--- config.mk ---
export PLATFORM = sky130hd
export DESIGN_NAME = pspc_top
export DESIGN_NICKNAME = d
export VERILOG_FILES = /design/src/pspc_pkg.sv /design/src/pspc_top.sv /design/src/pspc_sync.sv /design/src/pspc_capture.sv
export SDC_FILE = /design/constraint.sdc
export NUM_CORES = 1
export LEC_CHECK = 0
export BUFFER_PORTS_ARGS = -buffer_cell sky130_fd_sc_hd__buf_2
export CORE_ASPECT_RATIO = 0.9
export CORE_UTILIZATION = 45
export DETAILED_ROUTE_END_ITERATION = 7
export GPL_ROUTABILITY_DRIVEN = 0
export PLACE_DENSITY_LB_ADDON = 0.25
export SYNTH_ARGS = -nofsm -noshare
export SYNTH_HDL_FRONTEND = slang
export SYNTH_SLANG_ARGS = --single-unit
--- constraint.sdc ---
create_clock -name pclk -period 5.9 [get_ports pclk]
set_clock_uncertainty 0.05 [all_clocks]
set_input_delay 0.885 -clock pclk [delete_from_list [all_inputs] [get_ports pclk]]
set_output_delay 0.885 -clock pclk [all_outputs]
set_load 0.05 [all_outputs]
--- src/pspc_pkg.sv ---
package pspc_pkg;

   // register byte addresses (printed offsets 0x58/0x59 are not both multiples of four: index*4)
   localparam logic [7:0] paper_cfg_index = 8'h58;
   localparam logic [7:0] aux_cfg_index = 8'h59;
   localparam logic [11:0] paper_cfg_addr = {2'h0, paper_cfg_index, 2'h0};
   localparam logic [11:0] aux_cfg_addr = {2'h0, aux_cfg_index, 2'h0};
   localparam logic [11:0] status_addr = 12'h400;
   localparam logic [11:0] int_enable_addr = 12'h404;
   localparam logic [11:0] int_clear_addr = 12'h408;
   localparam logic [11:0] line_count_addr = 12'h40C;
   localparam logic [11:0] scan_ctrl_addr = 12'h410;

   // paper detect config field positions
   localparam int paper_pol_bit = 3;
   localparam int paper_edge_bit = 4;
   localparam int paper_stop_bit = 5;

   // aux pin config field positions, pin 1 base 0, pin 2 base 4
   localparam int aux_dir_bit = 0;
   localparam int aux_pol_bit = 1;
   localparam int aux_edge_bit = 2;
   localparam int aux_out_bit = 3;
   localparam int aux_stride = 4;

   // status bit positions
   localparam int st_paper_bit = 0;
   localparam int st_aux1_bit = 1;
   localparam int st_aux2_bit = 2;
   localparam int st_scanning_bit = 3;

   // interrupt event positions
   localparam int ev_paper_trip = 0;
   localparam int ev_scan_end = 1;
   localparam int ev_aux1 = 2;
   localparam int ev_aux2 = 3;
   localparam int ev_count = 4;

   // reset values
   localparam logic [7:0] paper_cfg_reset = 8'h00;
   localparam logic [7:0] aux_cfg_reset = 8'h00;
   localparam logic [7:0] line_count_reset = 8'h00;

   typedef enum logic [1:0] {
      pspc_idle_type_s = 2'b00,
      pspc_scan_s = 2'b01,
      pspc_drain_s = 2'b10
   } pspc_scan_state_type;

   typedef struct packed {
      logic pwrite;
      logic psel;
      logic penable;
      logic [11:0] paddr;
      logic [31:0] pwdata;
   } pspc_apb_req_type;

   typedef struct packed {
      logic [31:0] prdata;
      logic pready;
      logic pslverr;
   } pspc_apb_rsp_type;

   typedef struct packed {
      logic out;
      logic oe;
   } pspc_pin_drive_type;

endpackage

--- src/pspc_top.sv ---
// The APB register port was chosen for this implementation.
`timescale 1ns/1ps
`default_nettype none
// What this block does
// - level mode: paper status follows true input
// - edge mode: paper status holds until read
// - stop option off: scanning bit unaffected
// - stop option on: trip ends scan after lines
// - aux1 direction: 0 input, 1 output
// - aux1 polarity chooses low or high true
// - aux1 level mode: status follows true pin
// - aux1 edge mode: status latches until read
// - aux1 output drives its state bit level
// - aux2 direction: 0 input, 1 output
// - aux2 polarity chooses low or high true
// - aux2 level mode: status follows true pin
// - aux2 edge mode: status latches until read
// - aux2 output drives its state bit level
module pspc_top #(
   parameter int line_count_width = 8
) (
   input wire logic pclk,
   input wire logic presetn,
   input wire logic psel,
   input wire logic penable,
   input wire logic pwrite,
   input wire logic [11:0] paddr,
   input wire logic [31:0] pwdata,
   output logic [31:0] prdata,
   output logic pready,
   output logic pslverr,
   input wire logic paper_detect_in,
   input wire logic line_done,
   input wire logic aux1_in,
   output logic aux1_out,
   output logic aux1_oe,
   input wire logic aux2_in,
   output logic aux2_out,
   output logic aux2_oe,
   output logic scanning,
   output logic irq
);
   typedef struct packed {
      logic [7:0] paper_cfg;
      logic [7:0] aux_cfg;
      logic [line_count_width-1:0] line_target;
      logic [line_count_width-1:0] line_left;
      logic [pspc_pkg::ev_count-1:0] int_status;
      logic [pspc_pkg::ev_count-1:0] int_enable;
      logic [31:0] rdata;
      logic slverr;
      logic wait_done;
      pspc_pkg::pspc_scan_state_type scan_state;
      pspc_pkg::pspc_pin_drive_type aux1_drive;
      pspc_pkg::pspc_pin_drive_type aux2_drive;
   } pspc_top_state_type;

   pspc_top_state_type state;
   pspc_top_state_type next_state;
   pspc_pkg::pspc_apb_req_type req;

   logic [2:0] pins_sync;
   logic status_read;
   logic [2:0] cap_state;
   logic [2:0] cap_trip;
   logic [2:0] cap_enable;
   logic [2:0] cap_pol;
   logic [2:0] cap_edge;
   logic access;

   // refused at elaboration: the count register is one bus word at most
   if (line_count_width < 1 || line_count_width > 32) begin : g_bad_width
      $error("line_count_width must be 1 to 32");
   end

   // decode helper: tests access against one register address
   function automatic logic hit(input logic [11:0] addr, input logic [11:0] reg_addr);
      hit = (addr[11:2] == reg_addr[11:2]);
   endfunction

   // decode helper: any register of the map, for the error response
   function automatic logic mapped(input logic [11:0] addr);
      mapped = hit(addr, pspc_pkg::paper_cfg_addr) | hit(addr, pspc_pkg::aux_cfg_addr) |
         hit(addr, pspc_pkg::status_addr) | hit(addr, pspc_pkg::int_enable_addr) |
         hit(addr, pspc_pkg::int_clear_addr) | hit(addr, pspc_pkg::line_count_addr) |
         hit(addr, pspc_pkg::scan_ctrl_addr);
   endfunction

   assign req.pwrite = pwrite;
   assign req.psel = psel;
   assign req.penable = penable;
   assign req.paddr = paddr;
   assign req.pwdata = pwdata;

   // any access phase cycle; pready marks the one that completes
   assign access = req.psel & req.penable;
   assign status_read = access & ~req.pwrite & hit(req.paddr, pspc_pkg::status_addr);

   // pins come from the board, so two flops before any logic
   pspc_sync #(
      .width(3)
   ) u_sync (
      .pclk(pclk),
      .presetn(presetn),
      .async_in({aux2_in, aux1_in, paper_detect_in}),
      .sync_out(pins_sync)
   );

   // capture setup per input: paper, aux1, aux2
   assign cap_enable[0] = 1'b1;
   assign cap_enable[1] = ~state.aux_cfg[pspc_pkg::aux_dir_bit];
   assign cap_enable[2] = ~state.aux_cfg[pspc_pkg::aux_stride + pspc_pkg::aux_dir_bit];
   assign cap_pol[0] = state.paper_cfg[pspc_pkg::paper_pol_bit];
   assign cap_pol[1] = state.aux_cfg[pspc_pkg::aux_pol_bit];
   assign cap_pol[2] = state.aux_cfg[pspc_pkg::aux_stride + pspc_pkg::aux_pol_bit];
   assign cap_edge[0] = state.paper_cfg[pspc_pkg::paper_edge_bit];
   assign cap_edge[1] = state.aux_cfg[pspc_pkg::aux_edge_bit];
   assign cap_edge[2] = state.aux_cfg[pspc_pkg::aux_stride + pspc_pkg::aux_edge_bit];

   // one capture cell per input, each cleared by the status read
   genvar gi;
   generate
      for (gi = 0; gi < 3; gi++) begin : g_cap
         pspc_capture u_cap (
            .pclk(pclk),
            .presetn(presetn),
            .pin_level(pins_sync[gi]),
            .high_true(cap_pol[gi]),
            .edge_mode(cap_edge[gi]),
            .enable(cap_enable[gi]),
            .read_clear(status_read),
            .state_bit(cap_state[gi]),
            .trip(cap_trip[gi])
         );
      end
   endgenerate

   always_comb begin
      next_state = state;
      // one wait state: pready in the second access cycle
      next_state.wait_done = access & ~state.wait_done;
      // unmapped addresses answer with an error in either direction
      next_state.slverr = access & ~mapped(req.paddr);

      // register writes take effect only at the completing edge
      if (pready && req.pwrite) begin
         if (hit(req.paddr, pspc_pkg::paper_cfg_addr)) begin
            next_state.paper_cfg = req.pwdata[7:0];
         end else if (hit(req.paddr, pspc_pkg::aux_cfg_addr)) begin
            next_state.aux_cfg = req.pwdata[7:0];
         end else if (hit(req.paddr, pspc_pkg::int_enable_addr)) begin
            next_state.int_enable = req.pwdata[pspc_pkg::ev_count-1:0];
         end else if (hit(req.paddr, pspc_pkg::int_clear_addr)) begin
            next_state.int_status = state.int_status & ~req.pwdata[pspc_pkg::ev_count-1:0];
         end else if (hit(req.paddr, pspc_pkg::line_count_addr)) begin
            next_state.line_target = req.pwdata[line_count_width-1:0];
         end else if (hit(req.paddr, pspc_pkg::scan_ctrl_addr)) begin
            // stands in for the command register's scan bit
            if (req.pwdata[0]) begin
               next_state.scan_state = pspc_pkg::pspc_scan_s;
            end else begin
               next_state.scan_state = pspc_pkg::pspc_idle_type_s;
            end
         end
      end

      // read data registered in the access cycle
      next_state.rdata = 32'h0000_0000;
      if (access && !req.pwrite) begin
         if (hit(req.paddr, pspc_pkg::paper_cfg_addr)) begin
            next_state.rdata[7:0] = state.paper_cfg;
         end else if (hit(req.paddr, pspc_pkg::aux_cfg_addr)) begin
            next_state.rdata[7:0] = state.aux_cfg;
         end else if (hit(req.paddr, pspc_pkg::status_addr)) begin
            next_state.rdata[pspc_pkg::st_paper_bit] = cap_state[0];
            next_state.rdata[pspc_pkg::st_aux1_bit] = cap_state[1];
            next_state.rdata[pspc_pkg::st_aux2_bit] = cap_state[2];
            next_state.rdata[pspc_pkg::st_scanning_bit] = (state.scan_state != pspc_pkg::pspc_idle_type_s);
            next_state.rdata[8 +: pspc_pkg::ev_count] = state.int_status;
         end else if (hit(req.paddr, pspc_pkg::int_enable_addr)) begin
            next_state.rdata[pspc_pkg::ev_count-1:0] = state.int_enable;
         end else if (hit(req.paddr, pspc_pkg::int_clear_addr)) begin
            next_state.rdata = 32'h0000_0000; // write-only
         end else if (hit(req.paddr, pspc_pkg::line_count_addr)) begin
            next_state.rdata[line_count_width-1:0] = state.line_target;
         end else if (hit(req.paddr, pspc_pkg::scan_ctrl_addr)) begin
            next_state.rdata[line_count_width-1:0] = state.line_left;
         end
      end

      // scan stop sequencing
      case (state.scan_state)
         pspc_pkg::pspc_idle_type_s: begin
            next_state.line_left = '0;
         end
         pspc_pkg::pspc_scan_s: begin
            // stop option off leaves the scan running
            if (cap_trip[0] && state.paper_cfg[pspc_pkg::paper_stop_bit]) begin
               next_state.line_left = state.line_target;
               if (state.line_target == '0) begin
                  next_state.scan_state = pspc_pkg::pspc_idle_type_s;
               end else begin
                  next_state.scan_state = pspc_pkg::pspc_drain_s;
               end
            end
         end
         pspc_pkg::pspc_drain_s: begin
            // remaining lines counted down, then command cleared
            if (line_done) begin
               next_state.line_left = state.line_left - line_count_width'(1);
               if (state.line_left == line_count_width'(1)) begin
                  next_state.scan_state = pspc_pkg::pspc_idle_type_s;
               end
            end
         end
         default: begin
            next_state.scan_state = pspc_pkg::pspc_idle_type_s;
         end
      endcase

      // sticky events after the clear, so paper and aux sets win; no scan end is set in a cycle that completes a write
      if (cap_trip[0]) begin
         next_state.int_status[pspc_pkg::ev_paper_trip] = 1'b1;
      end
      if (state.scan_state != pspc_pkg::pspc_idle_type_s &&
          next_state.scan_state == pspc_pkg::pspc_idle_type_s && !(pready && req.pwrite)) begin
         next_state.int_status[pspc_pkg::ev_scan_end] = 1'b1;
      end
      if (cap_trip[1]) begin
         next_state.int_status[pspc_pkg::ev_aux1] = 1'b1;
      end
      if (cap_trip[2]) begin
         next_state.int_status[pspc_pkg::ev_aux2] = 1'b1;
      end

      // pin drivers registered so outputs come from flops
      next_state.aux1_drive.oe = next_state.aux_cfg[pspc_pkg::aux_dir_bit];
      next_state.aux1_drive.out = next_state.aux_cfg[pspc_pkg::aux_out_bit];
      next_state.aux2_drive.oe = next_state.aux_cfg[pspc_pkg::aux_stride + pspc_pkg::aux_dir_bit];
      next_state.aux2_drive.out = next_state.aux_cfg[pspc_pkg::aux_stride + pspc_pkg::aux_out_bit];
   end

   always_ff @(posedge pclk or negedge presetn) begin
      if (!presetn) begin
         state.paper_cfg <= pspc_pkg::paper_cfg_reset;
         state.aux_cfg <= pspc_pkg::aux_cfg_reset;
         state.line_target <= line_count_width'(pspc_pkg::line_count_reset);
         state.line_left <= '0;
         state.int_status <= '0;
         state.int_enable <= '0;
         state.rdata <= 32'h0000_0000;
         state.slverr <= 1'b0;
         state.wait_done <= 1'b0;
         state.scan_state <= pspc_pkg::pspc_idle_type_s;
         state.aux1_drive <= '0;
         state.aux2_drive <= '0;
      end else begin
         state <= next_state;
      end
   end

   // pready is combinational, data come from flops one cycle later
   // so the slave takes two access cycles on reads; writes too, for one rhythm
   assign pready = access & state.wait_done;
   assign prdata = state.rdata;
   assign pslverr = pready & state.slverr;
   assign aux1_out = state.aux1_drive.out;
   assign aux1_oe = state.aux1_drive.oe;
   assign aux2_out = state.aux2_drive.out;
   assign aux2_oe = state.aux2_drive.oe;
   assign scanning = (state.scan_state != pspc_pkg::pspc_idle_type_s);
   assign irq = |(state.int_status & state.int_enable);
endmodule
`default_nettype wire

--- src/pspc_sync.sv ---
`timescale 1ns/1ps
`default_nettype none
module pspc_sync #(
   parameter int width = 3
) (
   input wire logic pclk,
   input wire logic presetn,
   input wire logic [width-1:0] async_in,
   output logic [width-1:0] sync_out
);
   typedef struct packed {
      logic [width-1:0] meta;
      logic [width-1:0] stable;
   } pspc_sync_state_type;

   pspc_sync_state_type state;
   pspc_sync_state_type next_state;

   // refused at elaboration: an empty vector has no stages
   if (width < 1) begin : g_bad_width
      $error("pspc_sync width must be at least 1");
   end

   // first stage is read only by the second stage
   always_comb begin
      next_state = state;
      next_state.meta = async_in;
      next_state.stable = state.meta;
   end

   always_ff @(posedge pclk or negedge presetn) begin
      if (!presetn) begin
         state <= '0;
      end else begin
         state <= next_state;
      end
   end

   assign sync_out = state.stable;
endmodule
`default_nettype wire

--- src/pspc_capture.sv ---
`timescale 1ns/1ps
`default_nettype none
module pspc_capture (
   input wire logic pclk,
   input wire logic presetn,
   input wire logic pin_level,
   input wire logic high_true,
   input wire logic edge_mode,
   input wire logic enable,
   input wire logic read_clear,
   output logic state_bit,
   output logic trip
);
   typedef struct packed {
      logic latched;
      logic prev_true;
   } pspc_capture_state_type;

   pspc_capture_state_type state;
   pspc_capture_state_type next_state;
   logic is_true;

   // polarity select: high_true 0 means low level is true
   assign is_true = enable & (high_true ? pin_level : ~pin_level);

   // a true level in the read cycle re-arms the latch, set wins over clear
   always_comb begin
      next_state = state;
      next_state.prev_true = is_true;
      if (is_true) begin
         next_state.latched = 1'b1;
      end else if (read_clear) begin
         next_state.latched = 1'b0;
      end
   end

   always_ff @(posedge pclk or negedge presetn) begin
      if (!presetn) begin
         state <= '0;
      end else begin
         state <= next_state;
      end
   end

   // level mode reports present state, edge mode the latch
   assign state_bit = edge_mode ? state.latched : is_true;
   assign trip = is_true & ~state.prev_true;
endmodule
`default_nettype wire

==> results.md <==
* Vias at 2557
* Most frequent cells in the layout: 68 x dfrtp_1, 46 x buf_2, 32 x nand2_1
* Worst-skew pair later-pin latency at 350 ps
* Normalized max-slew margin at 0.361
* Share of cells above drive strength 1 at 0.256
* Cell Area, Synth at 0.00349 mm^2
* EDFF count, synth at 0
* WS Path Type: input port to register
* Via density at 5.48
* Final hold vios at 0
* Critical Path Fanout Max at 8
* Rows at 30
* Vias in the first global route at 2410
* NumNets Final at 425
* Die width at 94.9 um
* Worst slew pin tran at 950 ps
* Final setup violating endpoints at 0
* Worst R2R Start: state[50]$_DFFE_PN0P_
* Hold crit path type: register to register
* Antenna viol nets, final at 0
* Clk root buf: clkbuf_8
* Synth unique cells at 52
* Dpl hpwl at 5.59 mm
* Post-CTS Setup Inserts at 0
* Ant diodes at 0
* Die height at 85.6 um
* Area grow syn2layout at 10.2%
* #FFs+latches synth at 68
* TritonCTS sink count at 68
* Initial Util at 0.463
* Critical Path AT at 3160 ps
* PD cells at 276 mW/mm^2
* Top_reg_cell synth: dfrtp_1
* Final WL at 7.82 mm
* DRC viols at 0
* Commonest non-fill, non-tap cell in the layout: dfrtp_1
* Layout Utilization at 0.510
* RR Endpoint: state[45]$_DFFE_PN0P_
* Final worst-path cycle share at 0.505
* Gr usage total at 0.209
* Setup repair after global routing missed its margin: no
* Wire per inst at 16.7 um
* GRT overflow at 0
* Count of input and output buffers at 46
* Critical path origin: paddr[8]
* Final instance area at 0.00385 mm^2
* Post-layout min period at 2980 ps
* Cts bufs inserted at 9
* Post-Synthesis Cells at 332
* Worst Setup End Kind: register
* CTS resizes at 0
* Fin. max-slew vios at 0
* Die area at 0.00812 mm^2
* Fillers at 713
* H-tree depth at 3
* IO Pins at 93
* First-pass GRT wire length at 12.6 mm
* TritonRoute pass-1 iters at 5
* Number of DRC markers in iteration 0 at 150
* Synth warn at 0
* Status: complete, no violations
* Worst-path clk slew at 70 ps
* Async S/R FF share, synth at 1.00
* Max Fclk at 336 MHz
* Flop-to-flop setup slack at 3560 ps
* CTS tree: done
* Antenna violations before repair at 0
* Area of the core at 0.00754 mm^2
* Pre-CTS WS at 2600 ps
* Setup TNS at 0 ps
* WHS Endpoint: u_sync.sync_out[2]$_DFF_PN0_
* CTS Buffer Depth at 2
* Peak supply drop at 142 uV
* Worst Min Path Start: u_sync.next_state[2]$_DFF_PN0_
* Hold slack at 294 ps
* Hold depth at 0
* Fin worst setup slack at 2920 ps
* Worst EP required at 6080 ps
* Leak at 0.00184 uW
* Max Cap Viol at 0
* Placed cell area at 0.00363 mm^2
* Avg Cell Area, Syn at 10.5 um^2
* Worst setup SP type: input port
* Seq/Total Area, Yosys at 0.487
* R2r worst-path depth at 5
* Post-CTS Hold Buffers at 0
* Largest net degree at the start of global routing at 69
==> cell usage after synthesis, drive strengths merged (3+ instances only) <==
master,number,area (um^2)
ha,6,75.1
a22o,3,26.3
nor2,12,45.0
a22oi,15,113
o31ai,3,22.5
nand2b,4,25.0
nor4,5,31.3
o21ai,16,80.1
a21oi,13,65.1
dfrtp,68,1700
and3,9,56.3
inv,15,56.3
clkbuf,7,26.3
buf,36,265
nand2,32,120
mux2,30,338
xnor2,5,43.8
nor3,13,70.1
==> how the worst max path moves through the flow <==
stage	endpoint	slack [ps]	cells after the start
after floorplan	pslverr	3080	2
final	state[61]$_DFFE_PN0P_	2920	6
after global routing	state[43]$_DFFE_PN0P_	2800	6
after global placement	state[56]$_DFFE_PN0P_	2630	6
after CTS	state[61]$_DFFE_PN0P_	2970	6
after detailed placement	state[61]$_DFFE_PN0P_	2600	6
==> cell families (layout without fill, tap and decap cells) <==
kind of cell / after synthesis / after routing / synth area share
compound gates: 68 / 68 / 0.133
xor+xnor: 6 / 6 / 0.0150
fa+ha+maj: 6 / 6 / 0.0215
buf+inv: 58 / 78 / 0.0996
flops: 68 / 68 / 0.487
mux: 31 / 31 / 0.0996
other cells: 1 / 20 / 0.00107
simple gates: 94 / 94 / 0.143
==> per-layer routing <==
layer	global-route usage	wire length (um)	vias up
li1	-	-	1204
met1	0.305	3760	1255
met2	0.301	3560	89
met3	0.0629	393	9
met4	0.0620	94	0
met5	0	0	-
==> cell type report <==
cell class	instances	area (um^2)	area share
clock buffers	12	145	0.0377
clock inverters	4	72.6	0.0189
inverters	15	56.3	0.0146
multi-input cells	225	1510	0.393
flip-flops and latches	68	1700	0.442
well taps	96	120	0.0312
repair buffers	47	238	0.0618
==> registers in the layout, indices dropped and copies added (netlist names) <==
signal             count
state                 38
g_cap.u_cap.state      6
u_sync.next_state      3
u_sync.sync_out        3
cap_edge               3
cap_pol                3
prdata                12
==> worst max-delay path: stages <==
cell	delay [ps]
buf_2	110
or4b_1	560
nor3_2	270
and3_1	380
nor3b_4	550
mux2_2	400
==> per-stage QoR <==
stage / total power (uW) / cells
floorplan: 613 / 351
global route: 1110 / 467
global placement: 645 / 451
CTS: 1070 / 467
finish: 1060 / 467
detailed placement: 648 / 451
==> where the power goes <==
group / internal, uW / switching, uW
combinational: 45.0 / 109
clock: 249 / 173
sequential: 476 / 11.3
total: 770 / 293
Note: power is estimated with default switching activity, not from simulation.
